$ cat src/design/audio_port_pkg.sv
// audio port section control and mute: shared constants
// assumes a 32-bit apb register bus and one 100 MHz core clock
package audio_port_pkg;
	// ************************************************************
	// register map
	// ************************************************************
	localparam logic [7:0] ADDR_GLOBAL_CTRL = 8'h44;
	localparam logic [7:0] ADDR_MUTE_CTRL = 8'h48;
	localparam logic [7:0] ADDR_INT_STATUS = 8'h4C;
	localparam logic [7:0] ADDR_INT_MASK = 8'h50;
	localparam logic [7:0] ADDR_DIV_CFG = 8'h54;
	localparam logic [7:0] ADDR_FRAME_CFG = 8'h58;
	localparam logic [7:0] ADDR_RX_STATUS = 8'h5C;

	// ************************************************************
	// global control fields
	// ************************************************************
	localparam int GC_RX_BITCLK_RUN = 0;
	localparam int GC_RX_FAST_RUN = 1;
	localparam int GC_RX_SER_ACTIVE = 2;
	localparam int GC_RX_SEQ_RUN = 3;
	localparam int GC_RX_FS_RUN = 4;
	localparam int GC_TX_BITCLK_RUN = 8;
	localparam logic [31:0] GC_WRITE_MASK = 32'h0000011F;

	// ************************************************************
	// mute control fields
	// ************************************************************
	localparam int MC_DRIVE_LSB = 0;
	localparam int MC_POLARITY = 2;
	localparam int MC_IN_ENABLE = 3;
	localparam int MC_IN_STATUS = 4;
	localparam int MC_ERR_LSB = 5;
	localparam int MC_ERR_W = 8;
	localparam logic [31:0] MC_WRITE_MASK = 32'h00001FEF;

	// mute drive modes
	localparam logic [1:0] MUTE_DRIVE_OFF = 2'h0;
	localparam logic [1:0] MUTE_DRIVE_HIGH = 2'h1;
	localparam logic [1:0] MUTE_DRIVE_LOW = 2'h2;

	// interrupt events
	localparam int IRQ_W = 3;
	localparam int IRQ_MUTE = 0;
	localparam int IRQ_FRAME = 1;
	localparam int IRQ_MUTE_IN = 2;

	localparam logic [31:0] RESET_ZERO = 32'h00000000;
	localparam int DIV_W = 8;
	localparam int SLOT_W = 5;
endpackage : audio_port_pkg

$ cat src/design/clock_divider.sv
// programmable clock-enable divider
// assumes a synchronous hold input from the control register
`timescale 1ns/1ns
module clock_divider import audio_port_pkg::*; #(
	parameter int WIDTH = 8
) (
	input wire logic i_clk,
	input wire logic i_rst_n,
	input wire logic i_ce,
	input wire logic i_run,
	input wire logic i_in_tick,
	input wire logic [WIDTH-1:0] i_ratio,
	output logic o_tick
);
	// a zero-width counter could never hold a ratio
	if (WIDTH < 1) begin : g_bad_width
		$error("divider width too small");
	end
	logic [WIDTH-1:0] count_reg;
	wire last = (count_reg == i_ratio);
	// held divider passes its input straight through
	assign o_tick = i_run ? (i_in_tick & last) : i_in_tick;
	always_ff @(posedge i_clk or negedge i_rst_n) begin
		if (!i_rst_n) begin
			count_reg <= '0;
		end else if (i_ce) begin
			if (!i_run || (i_in_tick && last)) begin
				count_reg <= '0;
			end else if (i_in_tick) begin
				count_reg <= count_reg + WIDTH'(1);
			end
		end
	end
endmodule : clock_divider

$ cat src/design/rx_sequencer.sv
// receive frame sync generator and slot sequencer
// assumes a bit-clock tick one core cycle wide
`timescale 1ns/1ns
module rx_sequencer import audio_port_pkg::*; #(
	parameter int SW = 5
) (
	input wire logic i_clk,
	input wire logic i_rst_n,
	input wire logic i_ce,
	input wire logic i_bit_tick,
	input wire logic i_fs_run,
	input wire logic i_seq_run,
	input wire logic [DIV_W-1:0] i_frame_len,
	input wire logic [SW-1:0] i_slots,
	output logic o_fsync,
	output logic [SW-1:0] o_slot,
	output logic o_frame_done
);
	if (SW < 1) begin : g_bad_slot_width
		$error("slot counter width too small");
	end
	logic [DIV_W-1:0] bit_reg;
	logic [SW-1:0] slot_reg;
	logic hunt_reg;
	wire fs_now = i_fs_run && i_bit_tick && (bit_reg == '0);
	assign o_fsync = fs_now;
	assign o_slot = slot_reg;
	assign o_frame_done = i_seq_run && fs_now && !hunt_reg;
	always_ff @(posedge i_clk or negedge i_rst_n) begin
		if (!i_rst_n) begin
			bit_reg <= '0;
		end else if (i_ce) begin
			if (!i_fs_run) begin
				bit_reg <= '0;
			end else if (i_bit_tick) begin
				bit_reg <= (bit_reg == i_frame_len) ? '0 : bit_reg + DIV_W'(1);
			end
		end
	end
	always_ff @(posedge i_clk or negedge i_rst_n) begin
		if (!i_rst_n) begin
			slot_reg <= '0;
			hunt_reg <= 1'b1;
		end else if (i_ce) begin
			if (!i_seq_run) begin
				slot_reg <= '0;
				hunt_reg <= 1'b1;
			end else if (fs_now) begin
				hunt_reg <= 1'b0;
				slot_reg <= '0;
			end else if (!hunt_reg && i_bit_tick && slot_reg != i_slots) begin
				slot_reg <= slot_reg + SW'(1);
			end
		end
	end
endmodule : rx_sequencer

$ cat src/design/audio_port_ctrl.sv
// audio port section control, clock dividers, receive path and mute
// assumes an apb master on i_core_clk and async pins for mute input and errors
//
// Function
// - tx bit divider held, passes input undivided
// - bits 7-5 reserved, read zero
// - rx frame sync generator held while zero
// - rx sequencer held; hunts frame sync on release
// - slot counter starts at zero
// - clear then set flushes receive buffer
// - rx serializer cleared while active bit low
// - rx fast divider held while zero
// - rx bit divider held, divide-by-one
// - mute control register at 48h
// - mute register reflects live pin state
// - enabled error drives mute output
// - polarity bit selects active-low sensing
// - mute input enable gates input status into mute, not the read-back status bit or its interrupt
`timescale 1ns/1ns
module audio_port_ctrl import audio_port_pkg::*; #(
	parameter int SLOTS = 8
) (
	input wire logic i_core_clk,
	input wire logic i_arst_n,
	input wire logic i_ce,
	input wire logic i_psel,
	input wire logic i_penable,
	input wire logic i_pwrite,
	input wire logic [7:0] i_paddr,
	input wire logic [31:0] i_pwdata,
	input wire logic [3:0] i_pstrb,
	output logic [31:0] o_prdata,
	output logic o_pready,
	output logic o_pslverr,
	input wire logic i_aux_clk_tick,
	input wire logic i_rx_data,
	input wire logic i_mute_input_pin,
	input wire logic [MC_ERR_W-1:0] i_err_events,
	output logic o_mute_output,
	output logic o_mute_output_oe,
	output logic o_rx_bitclk,
	output logic o_rx_fsync,
	output logic o_tx_bitclk,
	output logic o_irq
);
	// the slot counter is only SLOT_W bits wide
	if (SLOTS < 1 || SLOTS > (1 << SLOT_W)) begin : g_bad_slots
		$error("slot count out of range");
	end

	// ************************************************************
	// reset and pin synchronisers
	// ************************************************************
	logic rst_s1_reg, rst_n;
	always_ff @(posedge i_core_clk or negedge i_arst_n) begin
		if (!i_arst_n) begin
			rst_s1_reg <= 1'b0;
			rst_n <= 1'b0;
		end else begin
			rst_s1_reg <= 1'b1;
			rst_n <= rst_s1_reg;
		end
	end

	localparam int PIN_W = MC_ERR_W + 3;
	logic [PIN_W-1:0] pin_s1_reg, pin_s2_reg;
	always_ff @(posedge i_core_clk or negedge rst_n) begin
		if (!rst_n) begin
			pin_s1_reg <= '0;
			pin_s2_reg <= '0;
		end else if (i_ce) begin
			pin_s1_reg <= {i_err_events, i_mute_input_pin, i_rx_data, i_aux_clk_tick};
			pin_s2_reg <= pin_s1_reg;
		end
	end
	wire aux_s = pin_s2_reg[0];
	wire rx_data_s = pin_s2_reg[1];
	wire mute_pin_s = pin_s2_reg[2];
	wire [MC_ERR_W-1:0] err_s = pin_s2_reg[PIN_W-1:3];
	logic aux_d_reg;
	wire aux_rise = aux_s & ~aux_d_reg;

	// ************************************************************
	// apb register slave
	// ************************************************************
	logic [31:0] gctl_reg, mctl_reg, div_cfg_reg, frame_cfg_reg;
	logic [IRQ_W-1:0] irq_stat_reg, irq_mask_reg;
	wire acc = i_psel & i_penable & i_ce;
	wire wr = acc & i_pwrite;
	wire [31:0] strb_mask = {{8{i_pstrb[3]}}, {8{i_pstrb[2]}}, {8{i_pstrb[1]}}, {8{i_pstrb[0]}}};

	function automatic logic [31:0] merge(input logic [31:0] old, input logic [31:0] wdat,
		input logic [31:0] bmask, input logic [31:0] wmask);
		logic [31:0] m;
		m = bmask & wmask;
		merge = (old & ~m) | (wdat & m);
	endfunction : merge

	wire hit_gctl = (i_paddr == ADDR_GLOBAL_CTRL);
	wire hit_mctl = (i_paddr == ADDR_MUTE_CTRL);
	wire hit_stat = (i_paddr == ADDR_INT_STATUS);
	wire hit_mask = (i_paddr == ADDR_INT_MASK);
	wire hit_div = (i_paddr == ADDR_DIV_CFG);
	wire hit_frm = (i_paddr == ADDR_FRAME_CFG);
	wire hit_rxs = (i_paddr == ADDR_RX_STATUS);
	wire hit_any = hit_gctl | hit_mctl | hit_stat | hit_mask | hit_div | hit_frm | hit_rxs;

	// control fields
	wire tx_bitclk_div_run = gctl_reg[GC_TX_BITCLK_RUN];
	wire rx_framesync_gen_run = gctl_reg[GC_RX_FS_RUN];
	wire rx_sequencer_run = gctl_reg[GC_RX_SEQ_RUN];
	wire rx_serializer_active = gctl_reg[GC_RX_SER_ACTIVE];
	wire rx_fast_div_run = gctl_reg[GC_RX_FAST_RUN];
	wire rx_bitclk_div_run = gctl_reg[GC_RX_BITCLK_RUN];
	wire [1:0] mute_drive_mode = mctl_reg[MC_DRIVE_LSB +: 2];
	wire mute_in_polarity = mctl_reg[MC_POLARITY];
	wire mute_in_enable = mctl_reg[MC_IN_ENABLE];
	wire [MC_ERR_W-1:0] err_mute_en = mctl_reg[MC_ERR_LSB +: MC_ERR_W];

	wire mute_in_status = mute_pin_s ^ mute_in_polarity;

	wire [31:0] mctl_view = mctl_reg | ({31'h0, mute_in_status} << MC_IN_STATUS);

	logic [31:0] rx_shift_reg, rx_buf_reg;
	logic rx_full_reg;
	wire [SLOT_W-1:0] slot;

	wire [31:0] rdata_next =
		hit_gctl ? gctl_reg :
		hit_mctl ? mctl_view :
		hit_stat ? {29'h0, irq_stat_reg} :
		hit_mask ? {29'h0, irq_mask_reg} :
		hit_div ? div_cfg_reg :
		hit_frm ? frame_cfg_reg :
		hit_rxs ? {26'h0, rx_full_reg, slot} : RESET_ZERO;

	always_ff @(posedge i_core_clk or negedge rst_n) begin
		if (!rst_n) begin
			o_prdata <= RESET_ZERO;
			o_pready <= 1'b0;
			o_pslverr <= 1'b0;
		end else if (i_ce) begin
			o_pready <= i_psel & ~i_penable;
			o_pslverr <= i_psel & ~i_penable & ~hit_any;
			o_prdata <= (i_psel & ~i_penable & ~i_pwrite) ? rdata_next : RESET_ZERO;
		end
	end
	wire done = acc & o_pready;
	wire wdone = done & wr;

	always_ff @(posedge i_core_clk or negedge rst_n) begin
		if (!rst_n) begin
			gctl_reg <= RESET_ZERO;
			mctl_reg <= RESET_ZERO;
			div_cfg_reg <= RESET_ZERO;
			frame_cfg_reg <= RESET_ZERO;
			irq_mask_reg <= '0;
		end else if (wdone) begin
			if (hit_gctl) gctl_reg <= merge(gctl_reg, i_pwdata, strb_mask, GC_WRITE_MASK);
			if (hit_mctl) mctl_reg <= merge(mctl_reg, i_pwdata, strb_mask, MC_WRITE_MASK);
			if (hit_div) div_cfg_reg <= merge(div_cfg_reg, i_pwdata, strb_mask, '1);
			if (hit_frm) frame_cfg_reg <= merge(frame_cfg_reg, i_pwdata, strb_mask, '1);
			if (hit_mask) irq_mask_reg <= i_pwdata[IRQ_W-1:0];
		end
	end

	// ************************************************************
	// clock dividers
	// ************************************************************
	wire fast_tick, rx_bit_tick, tx_bit_tick;
	always_ff @(posedge i_core_clk or negedge rst_n) begin
		if (!rst_n) aux_d_reg <= 1'b0;
		else if (i_ce) aux_d_reg <= aux_s;
	end
	clock_divider #(.WIDTH(DIV_W)) u_rx_fast (.i_clk(i_core_clk), .i_rst_n(rst_n), .i_ce(i_ce),
		.i_run(rx_fast_div_run), .i_in_tick(aux_rise), .i_ratio(div_cfg_reg[7:0]), .o_tick(fast_tick));
	clock_divider #(.WIDTH(DIV_W)) u_rx_bit (.i_clk(i_core_clk), .i_rst_n(rst_n), .i_ce(i_ce),
		.i_run(rx_bitclk_div_run), .i_in_tick(fast_tick), .i_ratio(div_cfg_reg[15:8]),
		.o_tick(rx_bit_tick));
	clock_divider #(.WIDTH(DIV_W)) u_tx_bit (.i_clk(i_core_clk), .i_rst_n(rst_n), .i_ce(i_ce),
		.i_run(tx_bitclk_div_run), .i_in_tick(aux_rise), .i_ratio(div_cfg_reg[23:16]),
		.o_tick(tx_bit_tick));

	// ************************************************************
	// receive sequencing and serializer
	// ************************************************************
	wire fsync, frame_done;
	rx_sequencer #(.SW(SLOT_W)) u_seq (.i_clk(i_core_clk), .i_rst_n(rst_n), .i_ce(i_ce),
		.i_bit_tick(rx_bit_tick), .i_fs_run(rx_framesync_gen_run), .i_seq_run(rx_sequencer_run),
		.i_frame_len(frame_cfg_reg[7:0]), .i_slots(SLOT_W'(SLOTS - 1)),
		.o_fsync(fsync), .o_slot(slot), .o_frame_done(frame_done));

	// reading rx status clears the full flag, data stays in the buffer; no back-pressure to the link
	wire rbuf_read = done & ~i_pwrite & hit_rxs;
	always_ff @(posedge i_core_clk or negedge rst_n) begin
		if (!rst_n) begin
			rx_shift_reg <= RESET_ZERO;
			rx_buf_reg <= RESET_ZERO;
			rx_full_reg <= 1'b0;
		end else if (i_ce) begin
			if (!rx_serializer_active) begin
				rx_shift_reg <= RESET_ZERO;
				rx_buf_reg <= RESET_ZERO;
				rx_full_reg <= 1'b0;
			end else begin
				if (rx_bit_tick && rx_sequencer_run) rx_shift_reg <= {rx_shift_reg[30:0], rx_data_s};
				if (frame_done) begin
					rx_buf_reg <= rx_shift_reg;
					rx_full_reg <= 1'b1;
				end else if (rbuf_read) begin
					rx_full_reg <= 1'b0;
				end
			end
		end
	end

	// ************************************************************
	// mute output and interrupts
	// ************************************************************
	// enabled errors mute
	wire mute_active = (|(err_s & err_mute_en)) | (mute_in_enable & mute_in_status);
	wire mute_level_next = (mute_drive_mode == MUTE_DRIVE_LOW) ? ~mute_active : mute_active;
	wire mute_oe_next = (mute_drive_mode == MUTE_DRIVE_HIGH) | (mute_drive_mode == MUTE_DRIVE_LOW);
	wire [IRQ_W-1:0] irq_evt = {mute_in_status, frame_done, mute_active};
	wire [IRQ_W-1:0] irq_clr = (wdone & hit_stat) ? i_pwdata[IRQ_W-1:0] : '0;

	always_ff @(posedge i_core_clk or negedge rst_n) begin
		if (!rst_n) begin
			irq_stat_reg <= '0;
			o_irq <= 1'b0;
			o_mute_output <= 1'b0;
			o_mute_output_oe <= 1'b0;
			o_rx_bitclk <= 1'b0;
			o_rx_fsync <= 1'b0;
			o_tx_bitclk <= 1'b0;
		end else if (i_ce) begin
			// set wins over clear
			irq_stat_reg <= (irq_stat_reg & ~irq_clr) | irq_evt;
			o_irq <= |(irq_stat_reg & irq_mask_reg);
			o_mute_output <= mute_level_next;
			o_mute_output_oe <= mute_oe_next;
			o_rx_bitclk <= rx_bit_tick;
			o_rx_fsync <= fsync;
			o_tx_bitclk <= tx_bit_tick;
		end
	end
endmodule : audio_port_ctrl

$ cat config.mk
export PLATFORM = sky130hd
export DESIGN_NAME = audio_port_ctrl
export DESIGN_NICKNAME = d
export VERILOG_FILES = /design/src/design/audio_port_pkg.sv /design/src/design/clock_divider.sv /design/src/design/rx_sequencer.sv /design/src/design/audio_port_ctrl.sv
export SDC_FILE = /design/constraint.sdc
export NUM_CORES = 1
export LEC_CHECK = 0
export BUFFER_PORTS_ARGS = -buffer_cell sky130_fd_sc_hd__buf_4
export CAP_MARGIN = 0
export CORE_ASPECT_RATIO = 1.75
export CORE_UTILIZATION = 25
export CTS_CLUSTER_DIAMETER = 60
export DETAILED_ROUTE_END_ITERATION = 12
export SETUP_SLACK_MARGIN = 0.15
export SYNTH_ARGS = -nofsm -noshare
export SYNTH_HDL_FRONTEND = slang
export SYNTH_SLANG_ARGS = --single-unit
$ cat constraint.sdc
create_clock -name i_core_clk -period 9.79 [get_ports i_core_clk]
set_clock_uncertainty 0.1 [all_clocks]
set_input_delay 0.979 -clock i_core_clk [delete_from_list [all_inputs] [get_ports i_core_clk]]
set_output_delay 0.979 -clock i_core_clk [all_outputs]
set_load 0.02 [all_outputs]
==> flow_summary.ini, run 1 <==
[yosys]
async_flop_share = 1.00
synth-edff-count = 0
synth.most_common_cell = dfrtp_1
synth_common_cells = dfrtp_1, mux2_2, o21ai_0, nand2_1, inv_1
synthAdderAreaFrac = 0.00981
synthTopCellsByArea = dfrtp_1, mux2_2, xnor2_1
ys_seq_elements = 190
yosysSeqAreaShare = 0.533
synth_top_area_frac = 0.530
synth_xor_area_frac = 0.0334
yosys_most_used_dff = dfrtp_1
synth_top_family_by_area = multiplexers
ys_warn_count = 0
syn-num-nets = 866
synth_cell_types = 62
synthMuxAreaShare = 0.138
synthCells = 798
yosys.area.top_type = dfrtp_1
netlist_area_um2 = 8930
postSynthAreaPerCell_um2 = 11.2
yosys.area_share.simple = 0.122
synth_compound_area_frac = 0.137

[clocking]
root_buffer = clkbuf_16
clk_path_buf_depth = 2
post-cts-setup-buffers = 0
cts.sinks = 190
clk_pin_slew_ps = 70
cts_tree = yes
clock_latency_ps = 450
cts_resized = 0
cts-buffers-inserted = 17
htree_levels = 4
cts-hold-fix-buffers = 0

[pwr]
p_seq_frac = 0.496
p_per_area_nw_per_um2 = 151
p_sw_frac = 0.235
vdd_ir_drop_max_mv = 0.114
leakagePower_uw = 0.00479
combPwrFrac = 0.055
clkPwrFrac = 0.448
internal_power_uw = 1260
switchingPower_uw = 385

[worst_hold_path]
hp-class = in -> async

[critical_path]
critPathMaxFanout = 8
critPathLaunchType = primary input
cp.required_ps = 10010
path_common_cell = nand2_1
max_stage_delay_ps = 550
cp_num_buf_inv = 1
worstPathCellList = buf_4, nor3b_1, nand2_1, nor2_1, nand2_1, nor2_2, mux2_2
cp_slowest_cell = nor2_2
critPathTopFamily = simple AND/OR/NAND/NOR gates
cp-end-kind = register
critPathKind = in -> reg
critical_path_arrival_ps = 3550

[final_layout]
layout-drive-gt1-share = 0.284
n_fill_cell = 3563
final_nets = 965
diodes = 0
area_growth_pct = 21.4

[place]
place_ws_ps = 5990
dp_hpwl_um = 18600
place.gp.congestion = 0.855
portBuffers = 99

[die]
io_pins = 101
core_um2 = 35200
start_util = 0.254
die_area_um2 = 36500
die_h_um = 252
rows = 91
dieWidth_um = 145

[timing]
slew-limit-headroom = 0.324
setup_viol = 0
fin_crit_sh = 0.340
rsz0062_at_grt = no
tns_ps = 0
drv_slew = 0
hold_viol = 0
fmax_mhz = 300
setup_slack_ps = 6460
tightest_slew_ps = 1010
period_minus_slack_ps = 3330

[drt]
vias_per_cell = 4.78
wl_per_cell_um = 18.4
detail-route-antenna-nets = 0
drt_iter0_drc = 510
via_count = 6578
drt-pass1-iter-count = 5
drc_errors = 0
totalWireLength_um = 25300

[global_route]
grt_max_degree = 80
first_global_vias = 6887
grt_usage = 0.147
antenna_found_initial = 0
grt_first_pass_wirelength_um = 39800
grt_overflow = 0

[outcome]
status = finished, final reports clean

[run]
drv_cap = 0
==> worst register-to-register path, cell delays in order (launching register included) <==
cell and delay [ps]:
dfrtp_1 440, xnor2_1 230, nand4_1 200, o21ai_2 270
nand4_1 490, or4_1 670, a21oi_1 150
==> cells in the final DEF, fill, tap and decap left out, types with 4 or more instances in the layout <==
cell type | Yosys | final
a21oi_1 | 33 | 33
a22o_1 | 5 | 5
a22oi_1 | 29 | 29
a2bb2oi_1 | 5 | 5
and2_1 | 4 | 4
and3_1 | 16 | 16
buf_4 | 0 | 106
clkbuf_16 | 0 | 17
dfrtp_1 | 189 | 188
ha_1 | 7 | 7
inv_1 | 37 | 37
inv_6 | 0 | 5
mux2_2 | 104 | 104
mux2i_1 | 4 | 4
nand2_1 | 43 | 43
nand2b_1 | 14 | 14
nand3_1 | 19 | 19
nand4_1 | 12 | 12
nor2_1 | 32 | 31
nor2_2 | 9 | 9
nor2b_1 | 22 | 22
nor3_1 | 8 | 8
nor3b_1 | 4 | 4
o21ai_0 | 54 | 54
o221ai_1 | 4 | 4
o22ai_1 | 22 | 22
o31ai_1 | 11 | 11
xnor2_1 | 33 | 33
==> metal layers <==
layer / global-route usage / wire length, um / vias to the layer above
li1: - / - / 3089
met3: 0.0326 / 1160 / 42
met1: 0.151 / 9280 / 3281
met2: 0.277 / 14000 / 166
met5: 0 / 0 / -
met4: 0.0656 / 850 / 0
==> cell families (layout without fill, tap and decap cells) <==
group                      Yosys count  after routing
and+or+nand+nor                    202            202
AOI/OAI and AO/OA                  191            191
DFF                                190            190
muxes                              110            110
buffers and inverters               63            175
xor gates and xnor gates            34             34
adders and majority gates            7              7
other                                1              1
==> power groups by stage <==
stage / Sequential, uW / Combinational [uW] / Clock, uW
2_1_floorplan: 835 / 37.1 / 0
3_3_place_gp: 830 / 90.6 / 0
3_5_place_dp: 831 / 92.1 / 0
4_1_cts: 815 / 92.3 / 758
5_1_grt: 818 / 99.4 / 783
6_report: 814 / 90.8 / 736
==> worst paths after layout <==
check | from | to | slack, ps | cells after the start
max in group asynchronous | rst_n$_DFF_PN0_ | o_prdata[27]$_DFFE_PN0P_ | 7170 | 2
min in group i_core_clk | rst_s1_reg$_DFF_PN0_ | rst_n$_DFF_PN0_ | 260 | 0
min reg2reg | rst_s1_reg$_DFF_PN0_ | rst_n$_DFF_PN0_ | 260 | 0
min | i_arst_n | rst_s1_reg$_DFF_PN0_ | 210 | 1
max | i_paddr[5] | register | 6460 | 7
max reg2reg | u_rx_fast.count_reg[6]$_DFFE_PN0P_ | u_seq.o_slot[3]$_DFFE_PN0P_ | 7160 | 6
==> stage by stage <==
step	total power, uW	util	cell area (um^2)	hold slack, ps	cells
global placement	921	0.291	10200	239	1343
CTS	1670	0.308	10800	180	1375
finish	1640	0.308	10800	210	1375
floorplan	872	-	8930	231	798
detailed placement	923	0.291	10200	240	1343
global route	1700	0.308	10800	187	1375
==> final cells by class <==
type                    instances  area (um^2)  share of cell area
clock inverters                11          153              0.0141
inverters                      37          139              0.0128
clock buffers                  21          460              0.0425
repair buffers                106          796              0.0734
multi-input cells             545         3950               0.364
well taps                     465          582              0.0537
flip-flops and latches        190         4760               0.439
Note: power is estimated with default switching activity, not from simulation.
==> run 2: changes to the inputs <==
- clock period: 9.79 -> 3 ns (I/O delays scaled with it)
==> flow_summary.ini, run 2 (synthesis results as in run 1) <==
[place]
dp_hpwl_um = 19000
place.gp.congestion = 0.951
portBuffers = 99
dp.cells = 1363

[clocking]
clk_pin_slew_ps = 80
clk_path_buf_depth = 2
root_buffer = clkbuf_16
htree_levels = 4
cts.sinks = 190
cts_tree = yes
cts-buffers-inserted = 17
clock_latency_ps = 450

[final_layout]
area_growth_pct = 27.0
final_nets = 1021
final_cell_mix = dfrtp_1, buf_4, mux2_2, o21ai_0, nand2_1
layout-drive-gt1-share = 0.289
n_fill_cell = 3550
diodes = 0
fin_cells = 1431
final_common_cell = dfrtp_1

[critical_path]
max_stage_delay_ps = 410
critPathTopFamily = simple AND/OR/NAND/NOR gates
cp_num_buf_inv = 2
cp_slowest_cell = dfrtp_1
cp-end-kind = register
worstPathCellList = xnor2_1, nand4_1, o21ai_0, nand4_1, buf_4, nor4b_1, buf_4, a22o_1
cp.required_ps = 3280
critPathMaxFanout = 12
critPathKind = reg -> reg
critical_path_arrival_ps = 2710
critPathLaunchType = register

[timing]
tightest_slew_ps = 715
period_minus_slack_ps = 2430
fin_crit_sh = 0.809
drv_slew = 0
slew-limit-headroom = 0.520
tns_ps = 0
fmax_mhz = 412
rsz0062_at_grt = no
hold_viol = 0
setup_viol = 0

[worst_hold_path]
hp-class = in -> reg

[drt]
wl_met1_um = 9600
detail-route-antenna-nets = 0
dr_wl_met2_um = 13700
wl_met3_um = 947
wl_per_cell_um = 17.8
routed.top_layer = met4
drt-pass1-iter-count = 5
totalWireLength_um = 25500
vias_per_cell = 4.81
via_count = 6881
drt_iter0_drc = 349
drc_errors = 0

[die]
die_h_um = 252
die_area_um2 = 36500
start_util = 0.254
dieWidth_um = 145
rows = 91
io_pins = 101
core_um2 = 35200

[run]
drv_cap = 0

[pwr]
p_per_area_nw_per_um2 = 467
leakagePower_uw = 0.00502
vdd_ir_drop_max_mv = 0.330

[global_route]
first_global_vias = 7078
antenna_found_initial = 0
grt_usage = 0.148
grt_max_degree = 50
grt_overflow = 0
grt_first_pass_wirelength_um = 40200

[outcome]
status = finished, final reports clean
run 2: timing repair:
action	4_1_cts	5_1_grt
setup buffers	0	0
gates resized for setup	0	0
hold buffers	36	0
hold endpoints to repair	64	0
endpoints found under the setup margin	0	0
run 2: metal layers:
| layer | vias to the layer above | track usage |
|---|---|---|
| li1 | 3192 | - |
| met3 | 51 | 0.0260 |
| met1 | 3465 | 0.158 |
| met5 | - | 0 |
| met4 | 0 | 0.0863 |
| met2 | 173 | 0.266 |
run 2: worst register-to-register path, delay by kind of cell, from the launching register on:
family                 cells  cell delay (ps)
buffers and inverters      2              420
AND/OR/NAND/NOR            3              660
AO/OA/AOI/OAI              2              510
XOR/XNOR                   1              270
flip-flops                 1              410
run 2: area by class of cell:
cell class	count	area (um^2)	share of cell area
Sequential cell	190	4760	0.420
Timing Repair Buffer	162	1330	0.117
Multi-Input combinational cell	545	3940	0.348
Tap cell	465	582	0.0513
Clock inverter	12	128	0.0113
Inverter	37	139	0.0122
Clock buffer	20	457	0.0403
run 2: power by group:
group          internal [uW]  switching [uW]
combinational            165             190
sequential              2610            46.9
clock                   1210            1070
total                   3990            1310
run 2: final timing paths:
path,startpoint,end,slack [ps],cells past startpoint
worst min register to register,rst_s1_reg$_DFF_PN0_,rst_n$_DFF_PN0_,250,0
worst max-delay path,register,rx_full_reg$_DFFE_PN0P_,570,8
min in group asynchronous,i_arst_n,rst_n$_DFF_PN0_,60,2
max in group asynchronous,rst_n$_DFF_PN0_,o_prdata[20]$_DFFE_PN0P_,1750,1
worst min-delay path,i_pwdata[7],register,20,2
worst max register to register,register,rx_full_reg$_DFFE_PN0P_,570,8
run 2: stage by stage:
step / power [uW] / instance area [um^2] / hold slack [ps] / util / setup WS [ps]
final: 5300 / 11300 / 22.2 / 0.322 / 573
after global routing: 5500 / 11300 / 5.25 / 0.322 / 462
after detailed placement: 3030 / 10400 / -15.5 / 0.295 / 226
after CTS: 5370 / 11300 / 0.216 / 0.322 / 572
after global placement: 3020 / 10400 / -16.5 / 0.295 / 201
after floorplan: 2840 / 8930 / -95.6 / - / 905
==> run 3: changes to the inputs <==
- ABC_AREA: default -> 1
- clock period: 3 -> 2.34 ns (I/O delays scaled with it)
==> flow_summary.ini, run 3 <==
[place]
dp_hpwl_um = 20600
portBuffers = 99
place.gp.congestion = 0.873
dp.cells = 1668

[pwr]
p_seq_frac = 0.489
p_per_area_nw_per_um2 = 598
leakagePower_uw = 0.00562
p_sw_frac = 0.241
vdd_ir_drop_max_mv = 0.454
switchingPower_uw = 1670
combPwrFrac = 0.069
internal_power_uw = 5250
clkPwrFrac = 0.442

[clocking]
htree_levels = 4
clk_pin_slew_ps = 70
clock_latency_ps = 450
cts_tree = yes
cts-buffers-inserted = 17
clk_path_buf_depth = 2
cts.sinks = 190
root_buffer = clkbuf_16

[drt]
vias_per_cell = 4.61
via_count = 7992
wl_per_cell_um = 16.0
totalWireLength_um = 27600
detail-route-antenna-nets = 0
drt-pass1-iter-count = 6
drc_errors = 0
drt_iter0_drc = 393

[critical_path]
cp-end-kind = register
critical_path_arrival_ps = 2300
critPathLaunchType = register
critPathMaxFanout = 6
cp.required_ps = 2610
critPathKind = reg -> reg

[yosys]
netlist_area_um2 = 9190
synth_top_family_by_area = simple AND/OR/NAND/NOR gates
synth_xor_area_frac = 0.0286
yosys.area_share.simple = 0.237
synth_top_area_frac = 0.515
yosys.area.top_type = dfrtp_1
ys_seq_elements = 190
ys_warn_count = 0
synthMuxAreaShare = 0
synthTopCellsByArea = dfrtp_1, nand2_1, o21ai_0
syn-num-nets = 1170
yosys_most_used_dff = dfrtp_1
synth-edff-count = 0
synthAdderAreaFrac = 0.00953
postSynthAreaPerCell_um2 = 8.34
yosysSeqAreaShare = 0.518
async_flop_share = 1.00
synth.most_common_cell = nand2_1
synthCells = 1102
synth_common_cells = nand2_1, dfrtp_1, o21ai_0, inv_1, nor2_1
synth_compound_area_frac = 0.137
synth_cell_types = 50

[worst_hold_path]
hp-class = in -> reg

[global_route]
grt_overflow = 0
grt_first_pass_wirelength_um = 44300
antenna_found_initial = 0
grt_max_degree = 51
grt_usage = 0.153
first_global_vias = 8222

[final_layout]
diodes = 0
final_common_cell = nand2_1
fin_cells = 1732
layout-drive-gt1-share = 0.164
final_cell_mix = nand2_1, dfrtp_1, o21ai_0, buf_4, inv_1
area_growth_pct = 25.9
final_nets = 1317

[timing]
tns_ps = 0
rsz0062_at_grt = no
hold_viol = 0
tightest_slew_ps = 553
slew-limit-headroom = 0.631
setup_viol = 0
fmax_mhz = 491
fin_crit_sh = 0.871
period_minus_slack_ps = 2040
drv_slew = 0

[die]
die_h_um = 256
io_pins = 101
core_um2 = 36100
start_util = 0.254
die_area_um2 = 37600
dieWidth_um = 147
rows = 92

[run]
drv_cap = 0

[outcome]
status = finished, final reports clean
[run 3: worst paths after layout]
| path | depth (start not counted) | slack, ps | to | startpoint |
|---|---|---|---|---|
| max reg2reg | 10 | 300 | u_seq.bit_reg[6]$_DFFE_PN0P_ | register |
| min | 3 | 10 | register | i_pwdata[16] |
| max in group asynchronous | 1 | 1250 | async pin | rst_n$_DFF_PN0_ |
| max | 10 | 300 | u_seq.bit_reg[6]$_DFFE_PN0P_ | register |
| min reg2reg | 0 | 230 | irq_stat_reg[2]$_DFFE_PN0P_ | rst_n$_DFF_PN0_ |
| min in group asynchronous | 0 | 230 | irq_stat_reg[2]$_DFFE_PN0P_ | rst_n$_DFF_PN0_ |
[run 3: through the flow]
stage | setup WS, ps | cell area (um^2) | hold slack [ps] | util | total power, uW
6_report | 303 | 11600 | 13.6 | 0.320 | 6920
3_5_place_dp | 203 | 10600 | -82.4 | 0.294 | 3890
3_3_place_gp | 213 | 10600 | -83.1 | 0.294 | 3890
2_1_floorplan | 294 | 9190 | -162 | - | 3650
5_1_grt | 183 | 11600 | 13.4 | 0.320 | 7150
4_1_cts | 182 | 11500 | 5.37 | 0.320 | 6980
[run 3: area by class of cell]
cell class	count	area [um^2]
Clock buffer	20	447
Clock inverter	12	160
Fill cell	3790	24600
Inverter	123	463
Multi-Input combinational cell	756	3800
Sequential cell	190	4760
Tap cell	470	588
Timing Repair Buffer	161	1350
[run 3: what timing repair did]
action | 4_1_cts | 5_1_grt
hold buffers | 31 | 0
endpoints found under the setup margin | 0 | 12
hold endpoints to repair | 45 | 0
setup buffers | 0 | 1
gates resized for setup | 0 | 5
[run 3: worst max-delay path, cell delays in order, from the launching register on]
cell,delay [ps]
dfrtp_2,450
nand2_1,80
nand2_1,50
nor2_1,190
nand3_2,140
o21bai_4,200
nand2_2,150
a21oi_4,280
buf_4,180
nand2_1,50
o21ai_1,80
[run 3: cells by family after synthesis]
| kind of cell | after synthesis |
|---|---|
| XOR/XNOR | 30 |
| AO/OA/AOI/OAI | 210 |
| other | 1 |
| buffers and inverters | 156 |
| adder cells (fa/ha/maj) | 7 |
| flip-flops | 190 |
| AND/OR/NAND/NOR | 508 |
[run 3: power groups by stage]
stage | clock, uW | sequential, uW | combinational [uW]
after floorplan | 0 | 3480 | 173
after global placement | 0 | 3450 | 439
after detailed placement | 0 | 3450 | 444
after CTS | 3110 | 3390 | 487
after global routing | 3220 | 3390 | 534
final | 3060 | 3390 | 479
[run 3: layer usage]
layer	GRT usage	share of wire	up-vias
met5	0	0	-
met4	0.0805	0.045	0
met3	0.0292	0.033	64
met2	0.295	0.56	155
met1	0.151	0.36	3916
li1	-	-	3857
